[config.mk]
export PLATFORM = sky130hd
export DESIGN_NAME = mrb_register_bank
export DESIGN_NICKNAME = d
export VERILOG_FILES = /design/src/hw/mrb_alert_flags.v /design/src/hw/mrb_register_bank.v
export VERILOG_INCLUDE_DIRS = /design/src /design/src/hw
export SDC_FILE = /design/constraint.sdc
export NUM_CORES = 1
export LEC_CHECK = 0
export ABC_AREA = 1
export BUFFER_PORTS_ARGS = -buffer_cell sky130_fd_sc_hd__buf_2
export CAP_MARGIN = 20
export CORE_ASPECT_RATIO = 0.7
export CORE_MARGIN = 2
export CORE_UTILIZATION = 40
export CTS_BUF_LIST = sky130_fd_sc_hd__clkbuf_8
export DETAILED_ROUTE_END_ITERATION = 6
export GPL_TIMING_DRIVEN = 1
export PLACE_DENSITY = 0.56
export SYNTH_ARGS = -nofsm -noshare
export SYNTH_HDL_FRONTEND = slang
export SYNTH_HIERARCHICAL = 1
export SYNTH_SLANG_ARGS = --single-unit
[constraint.sdc]
create_clock -name sys_clk -period 2.1 [get_ports sys_clk]
set_input_delay 0.63 -clock sys_clk [delete_from_list [all_inputs] [get_ports sys_clk]]
set_output_delay 0.63 -clock sys_clk [all_outputs]
set_load 0.02 [all_outputs]
[src/hw/mrb_reg_map.vh]
`ifndef MRB_REG_MAP_VH
`define MRB_REG_MAP_VH
// Register pointer values
`define MRB_ADDR_RESULT 8'h01
`define MRB_ADDR_DIODE1 8'h02
`define MRB_ADDR_DIODE2 8'h03
`define MRB_ADDR_TEMP 8'h04
`define MRB_ADDR_CODE_A 8'h01
`define MRB_ADDR_CODE_D 8'h04
`define MRB_ADDR_ALERT_V 8'h05
`define MRB_ADDR_ALERT_I 8'h06
`define MRB_ADDR_ALERT_T 8'h07
`define MRB_ADDR_SEQ 8'h08
`define MRB_ADDR_CFG 8'h09
// Reset values
`define MRB_CFG_RESET 16'h0000
`define MRB_SEQ_RESET 8'h00
`define MRB_CODE_RESET 12'h000
// Configuration bits that clear all alert flags when set together
`define MRB_CFG_CLR_LO 1
`define MRB_CFG_CLR_HI 2
// Field layout of result words, plus width of the current alert events
`define MRB_CODE_W 12
`define MRB_TEMP_W 11
`define MRB_TAG_W 3
`define MRB_ALERT_I_W 6
// Temperature refresh period
`define MRB_TEMP_PERIOD_US 5000
`define MRB_CLK_MHZ 50
// Default 7-bit bus address, arbitrary value
`define MRB_DEV_ADDR 7'h22
`endif

[src/hw/mrb_alert_flags.v]
`timescale 1ns/1ps
`include "mrb_reg_map.vh"

module mrb_alert_flags #(
    parameter WIDTH = 8
) (
    input wire sys_clk,
    input wire rstn,
    input wire [WIDTH-1:0] set_evt,
    input wire clr_stb,
    input wire [WIDTH-1:0] clr_mask,
    input wire clr_all,
    output wire [WIDTH-1:0] flags
);
    reg [WIDTH-1:0] flag_r;
    assign flags = flag_r;

    // One sticky flag per bit; a new event beats a clear in the same cycle
    genvar i;
    generate
        for (i = 0; i < WIDTH; i = i + 1) begin : g_flag
            always @(posedge sys_clk or negedge rstn) begin
                if (!rstn) begin
                    flag_r[i] <= 1'b0;
                end else if (set_evt[i]) begin
                    flag_r[i] <= 1'b1;
                end else if (clr_all || (clr_stb && clr_mask[i])) begin
                    flag_r[i] <= 1'b0;
                end
            end
        end
    endgenerate
endmodule

[src/hw/mrb_register_bank.v]
// Summary of operation
// On-chip temperature word is read-only, 11-bit signed value low, alarm bit top.
// Bits 14 to 11 of the on-chip temperature word always read zero.
// On-chip temperature refreshes by itself about every 5 ms.
// Temperature is two's complement, top bit -256 degrees, lsb 0.25 degrees.
// Writes to addresses 1 to 4 load output codes A to D; reads return results.
// Output code writes keep the low 12 bits and drop the top four.
// Sixteen-bit words travel high byte first, then low byte.
// Three 8-bit alert status registers sit at addresses 5, 6 and 7.
// Alarm events set matching alert flags so the host can find the cause.
// Writing all ones to an alert register clears all its flags.
// Writing a one to one flag position clears only that flag.
// Config bits 1 and 2 set together clear all alerts and enable alarm pin; code never gates alarm_active by config.
// First alert register: bit 2n low, 2n+1 high flag of analog input n.
// Second: current channel low/high flags, bits 4-5 overrange, 6-7 reserved.
// Third: diode 1, diode 2, on-chip low/high; bit 6 overtemp, bit 7 open diode.
// Sequence register at 8 selects autocycle channels; bits 6 and 7 reserved.
// Sixteen-bit configuration register at 9 resets to all zeros.
// Host disables autocycle before starting a command-mode conversion.
// Main result word: bit 15 alarm, bits 14-12 channel tag, bits 11-0 code.
// A 16-bit word is captured on its first byte so both bytes match.
`timescale 1ns/1ps
`include "mrb_reg_map.vh"

module mrb_register_bank #(
    parameter DEV_ADDR = `MRB_DEV_ADDR,
    parameter CONV_PERIOD_CYC = `MRB_TEMP_PERIOD_US * `MRB_CLK_MHZ
) (
    input wire sys_clk,
    input wire rstn,
    input wire scl,
    input wire sda_i,
    output wire sda_o,
    output wire sda_oe_n,
    input wire [`MRB_CODE_W-1:0] result_code,
    input wire [`MRB_TAG_W-1:0] result_channel_tag,
    input wire result_valid,
    input wire [15:0] remote_diode_1_word,
    input wire [15:0] remote_diode_2_word,
    input wire [`MRB_TEMP_W-1:0] on_chip_sensor_code,
    input wire [7:0] alert_events_voltage,
    input wire [`MRB_ALERT_I_W-1:0] alert_events_current,
    input wire [7:0] alert_events_temperature,
    output wire temp_conv_start,
    output reg [`MRB_CODE_W-1:0] output_code_a,
    output reg [`MRB_CODE_W-1:0] output_code_b,
    output reg [`MRB_CODE_W-1:0] output_code_c,
    output reg [`MRB_CODE_W-1:0] output_code_d,
    output reg [7:0] autocycle_channel_select,
    output reg [15:0] operating_mode_settings,
    output wire alarm_active
);
    // Bus states
    localparam ST_IDLE = 3'd0;
    localparam ST_ADDR = 3'd1;
    localparam ST_ACK = 3'd2;
    localparam ST_PTR = 3'd3;
    localparam ST_WDATA = 3'd4;
    localparam ST_RDATA = 3'd5;
    localparam ST_RACK = 3'd6;

    reg scl_q_r;
    reg sda_q_r;
    reg [2:0] state_r;
    reg [2:0] after_ack_r;
    reg [3:0] bit_cnt_r;
    reg [7:0] shift_r;
    reg [7:0] tx_r;
    reg rw_r;
    reg [7:0] ptr_r;
    reg byte_idx_r;
    reg [7:0] wr_hi_r;
    reg [15:0] rd_word_r;
    reg sda_low_r;
    reg master_ack_r;
    reg wr_stb_r;
    reg [15:0] wr_data_r;
    reg [7:0] wr_addr_r;
    reg [31:0] conv_cnt_r;
    reg conv_tick_r;
    reg [`MRB_TEMP_W-1:0] temp_r;
    reg [15:0] result_word_r;
    reg [15:0] rd_mux;
    reg ptr_is_word;

    wire [7:0] alert_v;
    wire [7:0] alert_i;
    wire [7:0] alert_t;
    wire clr_all;

    // Open-drain data line; enable low while pulling low
    assign sda_o = 1'b0;
    assign sda_oe_n = ~sda_low_r;

    wire start_cond = scl && scl_q_r && sda_q_r && !sda_i;
    wire stop_cond = scl && scl_q_r && !sda_q_r && sda_i;
    wire scl_rise = scl && !scl_q_r;
    wire scl_fall = !scl && scl_q_r;

    assign alarm_active = |{alert_v, alert_i, alert_t};
    assign temp_conv_start = conv_tick_r;

    // Autonomous refresh timer for the on-chip sensor
    always @(posedge sys_clk or negedge rstn) begin
        if (!rstn) begin
            conv_cnt_r <= 32'h0000_0000;
            conv_tick_r <= 1'b0;
        end else if (conv_cnt_r == CONV_PERIOD_CYC - 1) begin
            conv_cnt_r <= 32'h0000_0000;
            conv_tick_r <= 1'b1;
        end else begin
            conv_cnt_r <= conv_cnt_r + 32'h0000_0001;
            conv_tick_r <= 1'b0;
        end
    end

    // Result capture; sensor code latched with the start pulse
    always @(posedge sys_clk or negedge rstn) begin
        if (!rstn) begin
            temp_r <= {`MRB_TEMP_W{1'b0}};
            result_word_r <= 16'h0000;
        end else begin
            if (conv_tick_r) begin
                temp_r <= on_chip_sensor_code;
            end
            if (result_valid) begin
                result_word_r <= {1'b0, result_channel_tag, result_code};
            end
        end
    end

    // Read data selection; alarm bit tracks live alert state
    always @* begin
        rd_mux = 16'h0000;
        ptr_is_word = 1'b1;
        case (ptr_r)
            `MRB_ADDR_RESULT: rd_mux = {alarm_active, result_word_r[14:0]};
            `MRB_ADDR_DIODE1: rd_mux = remote_diode_1_word;
            `MRB_ADDR_DIODE2: rd_mux = remote_diode_2_word;
            `MRB_ADDR_TEMP: rd_mux = {alarm_active, 4'h0, temp_r};
            `MRB_ADDR_ALERT_V: begin
                rd_mux = {8'h00, alert_v};
                ptr_is_word = 1'b0;
            end
            `MRB_ADDR_ALERT_I: begin
                rd_mux = {8'h00, alert_i};
                ptr_is_word = 1'b0;
            end
            `MRB_ADDR_ALERT_T: begin
                rd_mux = {8'h00, alert_t};
                ptr_is_word = 1'b0;
            end
            `MRB_ADDR_SEQ: begin
                rd_mux = {8'h00, autocycle_channel_select};
                ptr_is_word = 1'b0;
            end
            `MRB_ADDR_CFG: rd_mux = operating_mode_settings;
            default: begin
                rd_mux = 16'h0000;
                ptr_is_word = 1'b0;
            end
        endcase
    end

    // Line history for edge and start/stop detection
    always @(posedge sys_clk or negedge rstn) begin
        if (!rstn) begin
            scl_q_r <= 1'b1;
            sda_q_r <= 1'b1;
        end else begin
            scl_q_r <= scl;
            sda_q_r <= sda_i;
        end
    end

    // Serial slave: address, pointer, then data bytes msb first
    always @(posedge sys_clk or negedge rstn) begin
        if (!rstn) begin
            state_r <= ST_IDLE;
            after_ack_r <= ST_IDLE;
            bit_cnt_r <= 4'h0;
            shift_r <= 8'h00;
            tx_r <= 8'h00;
            rw_r <= 1'b0;
            ptr_r <= 8'h00;
            byte_idx_r <= 1'b0;
            wr_hi_r <= 8'h00;
            rd_word_r <= 16'h0000;
            sda_low_r <= 1'b0;
            master_ack_r <= 1'b0;
            wr_stb_r <= 1'b0;
            wr_data_r <= 16'h0000;
            wr_addr_r <= 8'h00;
        end else begin
            wr_stb_r <= 1'b0;
            if (start_cond) begin
                // Repeated start keeps the pointer for a following read
                state_r <= ST_ADDR;
                bit_cnt_r <= 4'h0;
                byte_idx_r <= 1'b0;
                sda_low_r <= 1'b0;
            end else if (stop_cond) begin
                state_r <= ST_IDLE;
                sda_low_r <= 1'b0;
            end else begin
                case (state_r)
                    ST_ADDR, ST_PTR, ST_WDATA: begin
                        if (scl_rise && bit_cnt_r != 4'h8) begin
                            shift_r <= {shift_r[6:0], sda_i};
                            bit_cnt_r <= bit_cnt_r + 4'h1;
                        end else if (scl_fall && bit_cnt_r == 4'h8) begin
                            bit_cnt_r <= 4'h0;
                            sda_low_r <= 1'b1;
                            state_r <= ST_ACK;
                            if (state_r == ST_ADDR) begin
                                if (shift_r[7:1] != DEV_ADDR) begin
                                    // Not addressed: stay off the line
                                    sda_low_r <= 1'b0;
                                    state_r <= ST_IDLE;
                                end
                                rw_r <= shift_r[0];
                                after_ack_r <= shift_r[0] ? ST_RDATA : ST_PTR;
                            end else if (state_r == ST_PTR) begin
                                ptr_r <= shift_r;
                                byte_idx_r <= 1'b0;
                                after_ack_r <= ST_WDATA;
                            end else begin
                                after_ack_r <= ST_WDATA;
                                if (ptr_is_word && !byte_idx_r) begin
                                    wr_hi_r <= shift_r;
                                    byte_idx_r <= 1'b1;
                                end else begin
                                    wr_data_r <= ptr_is_word ? {wr_hi_r, shift_r} : {8'h00, shift_r};
                                    wr_addr_r <= ptr_r;
                                    wr_stb_r <= 1'b1;
                                    byte_idx_r <= 1'b0;
                                end
                            end
                        end
                    end
                    ST_ACK: begin
                        if (scl_fall) begin
                            sda_low_r <= 1'b0;
                            state_r <= after_ack_r;
                            if (after_ack_r == ST_RDATA) begin
                                // Whole word frozen at its first byte
                                rd_word_r <= rd_mux;
                                tx_r <= ptr_is_word ? rd_mux[15:8] : rd_mux[7:0];
                                sda_low_r <= ptr_is_word ? !rd_mux[15] : !rd_mux[7];
                                byte_idx_r <= ptr_is_word;
                                bit_cnt_r <= 4'h1;
                            end
                        end
                    end
                    ST_RDATA: begin
                        if (scl_fall) begin
                            if (bit_cnt_r == 4'h8) begin
                                sda_low_r <= 1'b0;
                                state_r <= ST_RACK;
                            end else begin
                                sda_low_r <= !tx_r[3'd7 - bit_cnt_r[2:0]];
                                bit_cnt_r <= bit_cnt_r + 4'h1;
                            end
                        end
                    end
                    ST_RACK: begin
                        if (scl_rise) begin
                            master_ack_r <= !sda_i;
                        end else if (scl_fall) begin
                            if (!master_ack_r) begin
                                // Host ended the read; wait for stop
                                state_r <= ST_IDLE;
                            end else if (byte_idx_r) begin
                                // Second byte comes from the frozen copy
                                tx_r <= rd_word_r[7:0];
                                sda_low_r <= !rd_word_r[7];
                                byte_idx_r <= 1'b0;
                                bit_cnt_r <= 4'h1;
                                state_r <= ST_RDATA;
                            end else begin
                                rd_word_r <= rd_mux;
                                tx_r <= ptr_is_word ? rd_mux[15:8] : rd_mux[7:0];
                                sda_low_r <= ptr_is_word ? !rd_mux[15] : !rd_mux[7];
                                byte_idx_r <= ptr_is_word;
                                bit_cnt_r <= 4'h1;
                                state_r <= ST_RDATA;
                            end
                        end
                    end
                    default: begin
                        sda_low_r <= 1'b0;
                    end
                endcase
            end
        end
    end

    // Register writes land one cycle after the final byte is taken
    always @(posedge sys_clk or negedge rstn) begin
        if (!rstn) begin
            output_code_a <= `MRB_CODE_RESET;
            output_code_b <= `MRB_CODE_RESET;
            output_code_c <= `MRB_CODE_RESET;
            output_code_d <= `MRB_CODE_RESET;
            autocycle_channel_select <= `MRB_SEQ_RESET;
            operating_mode_settings <= `MRB_CFG_RESET;
        end else if (wr_stb_r) begin
            case (wr_addr_r)
                `MRB_ADDR_CODE_A: output_code_a <= wr_data_r[`MRB_CODE_W-1:0];
                `MRB_ADDR_DIODE1: output_code_b <= wr_data_r[`MRB_CODE_W-1:0];
                `MRB_ADDR_DIODE2: output_code_c <= wr_data_r[`MRB_CODE_W-1:0];
                `MRB_ADDR_CODE_D: output_code_d <= wr_data_r[`MRB_CODE_W-1:0];
                `MRB_ADDR_SEQ: autocycle_channel_select <= {2'b00, wr_data_r[5:0]};
                `MRB_ADDR_CFG: operating_mode_settings <= wr_data_r;
                default: ;
            endcase
        end
    end

    // Config write with both clear bits wipes every alert register
    assign clr_all = wr_stb_r && (wr_addr_r == `MRB_ADDR_CFG)
        && wr_data_r[`MRB_CFG_CLR_LO] && wr_data_r[`MRB_CFG_CLR_HI];

    // Analog input flags, low and high per input
    mrb_alert_flags #(.WIDTH(8)) u_alert_v (
        .sys_clk(sys_clk),
        .rstn(rstn),
        .set_evt(alert_events_voltage),
        .clr_stb(wr_stb_r && wr_addr_r == `MRB_ADDR_ALERT_V),
        .clr_mask(wr_data_r[7:0]),
        .clr_all(clr_all),
        .flags(alert_v)
    );

    // Reserved bits 7:6 never set, so they always read zero
    mrb_alert_flags #(.WIDTH(8)) u_alert_i (
        .sys_clk(sys_clk),
        .rstn(rstn),
        .set_evt({2'b00, alert_events_current}),
        .clr_stb(wr_stb_r && wr_addr_r == `MRB_ADDR_ALERT_I),
        .clr_mask(wr_data_r[7:0]),
        .clr_all(clr_all),
        .flags(alert_i)
    );

    // Temperature flags, overtemperature and open diode
    mrb_alert_flags #(.WIDTH(8)) u_alert_t (
        .sys_clk(sys_clk),
        .rstn(rstn),
        .set_evt(alert_events_temperature),
        .clr_stb(wr_stb_r && wr_addr_r == `MRB_ADDR_ALERT_T),
        .clr_mask(wr_data_r[7:0]),
        .clr_all(clr_all),
        .flags(alert_t)
    );
endmodule

* Word level (Yosys, flattened, before mapping)
Index checks and enable logic that the tools add are counted.
** Storage, ports and cells
- Bits of input ports :: 85
- Bits in writable memories :: 0
- Register bits :: 231
- Output and inout bits :: 76
- Bits in latches :: 0
- Memories :: 0
- Bits in read-only memories :: 0
** Cells by class
- Divide/modulo/power cells :: 0
- Mux-type cells :: 131
- Order comparisons :: 1
- Eq/ne operators :: 55
- Multipliers :: 0
- Shift operators :: 0
- Add/subtract/negate cells :: 3
- Bitwise operators :: 7
- Reduce and logical (&&, ||, !) cells :: 116
** Operators with widths (count)
- 16-bit case mux with 9 select lines :: 1
- 8-bit 2-to-1 mux :: 13
- 1-bit 2-to-1 mux :: 83
- 8-bit by 3-bit equality test with 1-bit output (second input constant) :: 8
- 2-bit nonzero test :: 23
- 4-bit 2-to-1 mux :: 11
- 4-bit inequality test (second input constant) :: 10
- 1-bit logical AND :: 38
- 3-bit 2-to-1 mux :: 12
- 32-bit by 1-bit adder with 32-bit output (second input constant) :: 1
- 32-bit by 18-bit equality test with 1-bit output (second input constant) :: 1
- 8-bit by 2-bit equality test with 1-bit output (second input constant) :: 4
- 8-bit by 4-bit equality test with 1-bit output (second input constant) :: 4
- 32-bit 2-to-1 mux :: 1
- 8-bit case mux with 2 select lines :: 2
- 8-bit AND reduction :: 4
- 3-bit inequality test (second input constant) :: 10
- 1-bit logical OR :: 22
- 22-bit OR reduction :: 1
- 10-bit AND reduction :: 2
- 8-bit by 1-bit equality test with 1-bit output (second input constant) :: 2
- 16-bit 2-to-1 mux :: 1
- 4-bit case mux with 4 select lines :: 1
- 2-bit inequality test (second input constant) :: 7
- other kinds (25) :: 51

* Longest topological paths before layout
- Word-level depth :: 12
- Gate-level depth with buffers :: 14
- Depth with buffers taken out :: 13

* By module
The synthesis kept the hierarchy.
** By module, submodules not included
- mrb_register_bank :: cells each 1235, instances 1, sequential area each 5232.5 um^2, area each 9975.8 um^2
- mrb_alert_flags :: cells each 42, instances 3, sequential area each 200.2 um^2, area each 352.8 um^2

* Least setup slack after synthesis
Ideal clock, no wire load.
- Kind :: register to register
- Start :: register wr_addr_r[5]
- End :: register u_alert_i.flag_r[0] (netlist: u_alert_i/flags[0])
- Clock period less this slack :: 1977 ps
- Setup slack :: 123 ps
- Library setup time :: 118 ps
- Data arrival time :: 1859 ps
- Required time :: 1982 ps
- Cell stages (with the launch flop) :: 9
- Cells stage by stage :: dfrtp_1 > nor4_1 > inv_1 > nor3_1 > nand3_1 > nor2_1 > inv_6 > nand3_1 > nand2_1
** Between the ends
- Longest elaborated chain between the ends :: 6
- Elaborated cells between the ends (all ways) :: 9
** Ends and longest elaborated chain
- start: declaration :: line mrb_register_bank.v:78 : reg [7:0] wr_addr_r;
- start signal: assignment :: line mrb_register_bank.v:234 : wr_addr_r <= ptr_r;
- 8-bit by 4-bit equality test with 1-bit output
- 1-bit logical AND (3 in series) :: line mrb_register_bank.v:321 : assign clr_all = wr_stb_r && (wr_addr_r == `MRB_ADDR_CFG)
- named net clr_all :: line mrb_register_bank.v:89 : wire clr_all;
- 1-bit logical OR :: line mrb_alert_flags.v:27 : end else if (clr_all || (clr_stb && clr_mask[i])) begin
- 2-bit nonzero test (no source line)
- end signal: indexed assignment :: line mrb_alert_flags.v:24 : flag_r[i] <= 1'b0;
- end signal: indexed assignment :: line mrb_alert_flags.v:26 : flag_r[i] <= 1'b1;
- end signal: indexed assignment :: line mrb_alert_flags.v:28 : flag_r[i] <= 1'b0;
- end: declaration :: line mrb_alert_flags.v:15 : reg [WIDTH-1:0] flag_r;
The timed path passes the listed nets, and every way through them passes these cells.
A chain may end at the register's enable or synchronous reset.

==> out/metrics.csv <==
metric,value,unit
status,"finished, violations left",
failing checks,setup timing,
Hold Fails Final Rpt,0,
cell count after synthesis,1361,
CTS H-tree lvls,2,
worst slew pin tran,0.556,ns
Critical Path Start Type,register,
routed len/inst,17.2,um
Peak Freq,462,MHz
Final min period,2.16,ns
CTS Sinks,233,
unrepaired setup endpoints after global routing,true,
Max-slew headroom,62.9,%
post-synthesis async set-or-reset flop share,100,%
die width,203,um
global-route wire length before repair,53200,um
largest family of logic cells by synthesized area,simple AND/OR/NAND/NOR gates,
Die ar.,0.0290,mm^2
DRT iter0 DRCs,758,
filler instances,2705,
max cap viols,0,
met1 Use GR,35.9,%
Initial Util,41.0,%
most frequent cells in the layout,"nand2_1 (350), dfrtp_1 (230), inv_1 (186)",
insertion delay to the later sink of the worst-skew pair,0.55,ns
Die Height,143,um
power share of the clock group,40.8,%
Synth Area per Inst,8.11,um^2
via count of the routed design,9969,
GRT Total Usage,23.6,%
number of buffers created by CTS,39,
fraction of the mapped netlist area in adder cells,0.340,%
Synth Area in Simple Gates,25.3,%
clk root buf,clkbuf_8,
Gate power share,12.8,%
setup ws final,-0.0635,ns
Post-DP HPWL,24900,um
sequential area share after synthesis,52.9,%
vias in the first global route,9424,
post-synth top area cell,dfrtp_1,
"Most Used Layer, Global Route",met1,
clock buffer depth,3,
post-synthesis cell area,0.0110,mm^2
top post-synthesis cells by area,"dfrtp_1 (52%), nand2_1 (12%), o21ai_0 (7.4%), inv_1 (6.1%), nand3_1 (5.5%)",
Switching Fraction,27.7,%
clock transition at the registers of the reported paths,0.06,ns
met2 Use GR,34.4,%
R2R Setup Slk,0.08,ns
"Data arrival, critical path",1.53,ns
Compound-Gate Fraction of Synth Area,10.6,%
number of enable flip-flop cells after synthesis,0,
"Max FO, Critical Path",2,
total leakage power,7.17,nW
I/O Pins,161,
NumNets Final,1694,
layout overhead on the synthesized area,24.9,%
Crit path required time,1.47,ns
DR vias/cell,4.99,
drt first pass iters,5,
hold buffer count at cts,0,
peak supply drop,0.508,mV
post-route design area,0.0138,mm^2
Final setup viols,1,
sequential power share,46.3,%
min-delay worst type,in -> async,
Final Max Slew Viols,0,
Inst Count DP,1901,
met3 Use GR,4.56,%
Post-synth top flop,dfrtp_1,
residual overflow from global routing,0,
CTS tree,done,
Crit Path Class,reg -> out,
drc violations,0,
initial antenna violation count,1,
synth warn,6,
Storage cell area,0.00583,mm^2
layout cells sized above 1,21.8,%
pin count of the biggest net entering global routing,60,
sw power,0.00289,W
Routed WL,34300,um
post-route ant nets,0,
Pwr Density,757,mW/mm^2
Crit. End Element,output pin,
Synth Area in XOR/XNOR,2.06,%
synthesized flop and latch total,233,
mux contribution to synthesized area,0.204,%
Placeable Area,0.0269,mm^2
row count,50,
"commonest non-fill, non-tap cell in the layout",nand2_1,
GP Congestion,0.907,
area share of the leading cell type in the synthesized netlist,52.4,%
Internal Power,0.00755,W
IO Port Bufs,157,
Area after DPL,0.0126,mm^2
post-route insts no fill,1997,
Final Cycle Share,103,%
Unique masters post-synth,45,
multi-input combinational cell area,0.00433,mm^2
Post-Route Skew,0.0159,ns
[worst max-delay path, stage by stage, from the launching register on]
cell and delay, ns:
dfrtp_1 0.40, nor2_2 0.14, nand3_1 0.08, nor2_1 0.14, nand2_2 0.10, buf_6 0.14
[area by class of cell]
| type | instances | area share (%) |
|---|---|---|
| inverter | 185 | 5.20 |
| timing repair buffer | 245 | 11.8 |
| clock inverter | 17 | 0.935 |
| clock buffer | 50 | 4.99 |
| multi-input combinational | 902 | 31.4 |
| sequential | 233 | 42.3 |
| antenna | 1 | 0.0182 |
| tap | 364 | 3.30 |
[Yosys cell counts, types with 14 or more instances]
cell type	count
xor2_1	24
nand3_1	122
nand2_1	360
buf_2	14
clkbuf_1	22
nand4_1	14
o21ai_0	164
a21oi_1	25
dfrtp_1	231
inv_1	178
nor2_1	88
nor3_1	26
[path summary, 6_finish.rpt]
check | start | to | cells past startpoint
max | u_alert_i/flags[7]$_DFFE_PN0P_ | alarm_active | 5
min | rstn | u_alert_i/flags[3]$_DFFE_PN0P_ | 1
max reg2reg | ptr_r[1]$_DFFE_PN0P_ | wr_data_r[9]$_DFFE_PN0P_ | 11
min reg2reg | conv_cnt_r[0]$_DFF_PN0_ | conv_cnt_r[0]$_DFF_PN0_ | 1
max in group asynchronous | rstn | wr_data_r[15]$_DFFE_PN0P_ | 2
min in group sys_clk | sda_i | sda_q_r$_DFF_PN1_ | 1
[timing repair]
| item | in CTS | in global routing |
|---|---|---|
| setup endpoints to repair | 1 | 53 |
| cloned | 0 | 4 |
| gates resized for setup | 3 | 25 |
| pin swaps | 3 | 6 |
| setup buffers | 9 | 15 |
[state kept, by name, indices dropped and copies added, names as in the netlist, 3 cells and up]
| name | count |
|---|---|
| after_ack_r | 3 |
| autocycle_channel_select | 6 |
| bit_cnt_r | 4 |
| conv_cnt_r | 32 |
| operating_mode_settings | 16 |
| output_code_a | 12 |
| output_code_b | 12 |
| output_code_c | 12 |
| output_code_d | 12 |
| ptr_r | 8 |
| rd_word_r | 8 |
| result_word_r | 15 |
| shift_r | 8 |
| state_r | 3 |
| temp_r | 11 |
| tx_r | 8 |
| u_alert_i/flags | 8 |
| u_alert_t/flags | 8 |
| u_alert_v/flags | 8 |
| wr_addr_r | 8 |
| wr_data_r | 16 |
| wr_hi_r | 8 |
[power by group through the flow]
stage,combinational [W],sequential (W),clock [W]
3_3_place_gp,0.00130,0.00492,0
3_5_place_dp,0.00129,0.00492,0
6_report,0.00134,0.00483,0.00426
2_1_floorplan,0.000771,0.00488,0
5_1_grt,0.00153,0.00485,0.00458
4_1_cts,0.00130,0.00483,0.00438
[per-stage QoR]
stage                     util (%)  setup slack [ns]  total power [W]  setup TNS (ns)  hold WS (ns)
after global routing          51.2            -0.130           0.0110          -0.354        0.0383
after CTS                     50.2           -0.0789           0.0105         -0.0789        0.0283
after floorplan                  -             0.123          0.00565               0         0.334
after global placement        46.9         -0.000736          0.00621       -0.000736         0.449
final                         51.2           -0.0635           0.0104         -0.0635        0.0114
after detailed placement      46.9          -0.00656          0.00621        -0.00656         0.449
[kinds of logic after synthesis]
kind of cell    Yosys count
buf+inv                 230
compound gates          220
xor+xnor                 26
simple gates            646
other cells               1
fa+ha+maj                 3
mux                       2
flops                   233
[routing by layer]
layer / vias up / share of wire, %
li1: 4860 / -
met1: 4749 / 49
met2: 310 / 42
met3: 50 / 6.8
met4: 0 / 1.7
met5: - / 0
No activity file was read; power rests on OpenSTA's default activity.
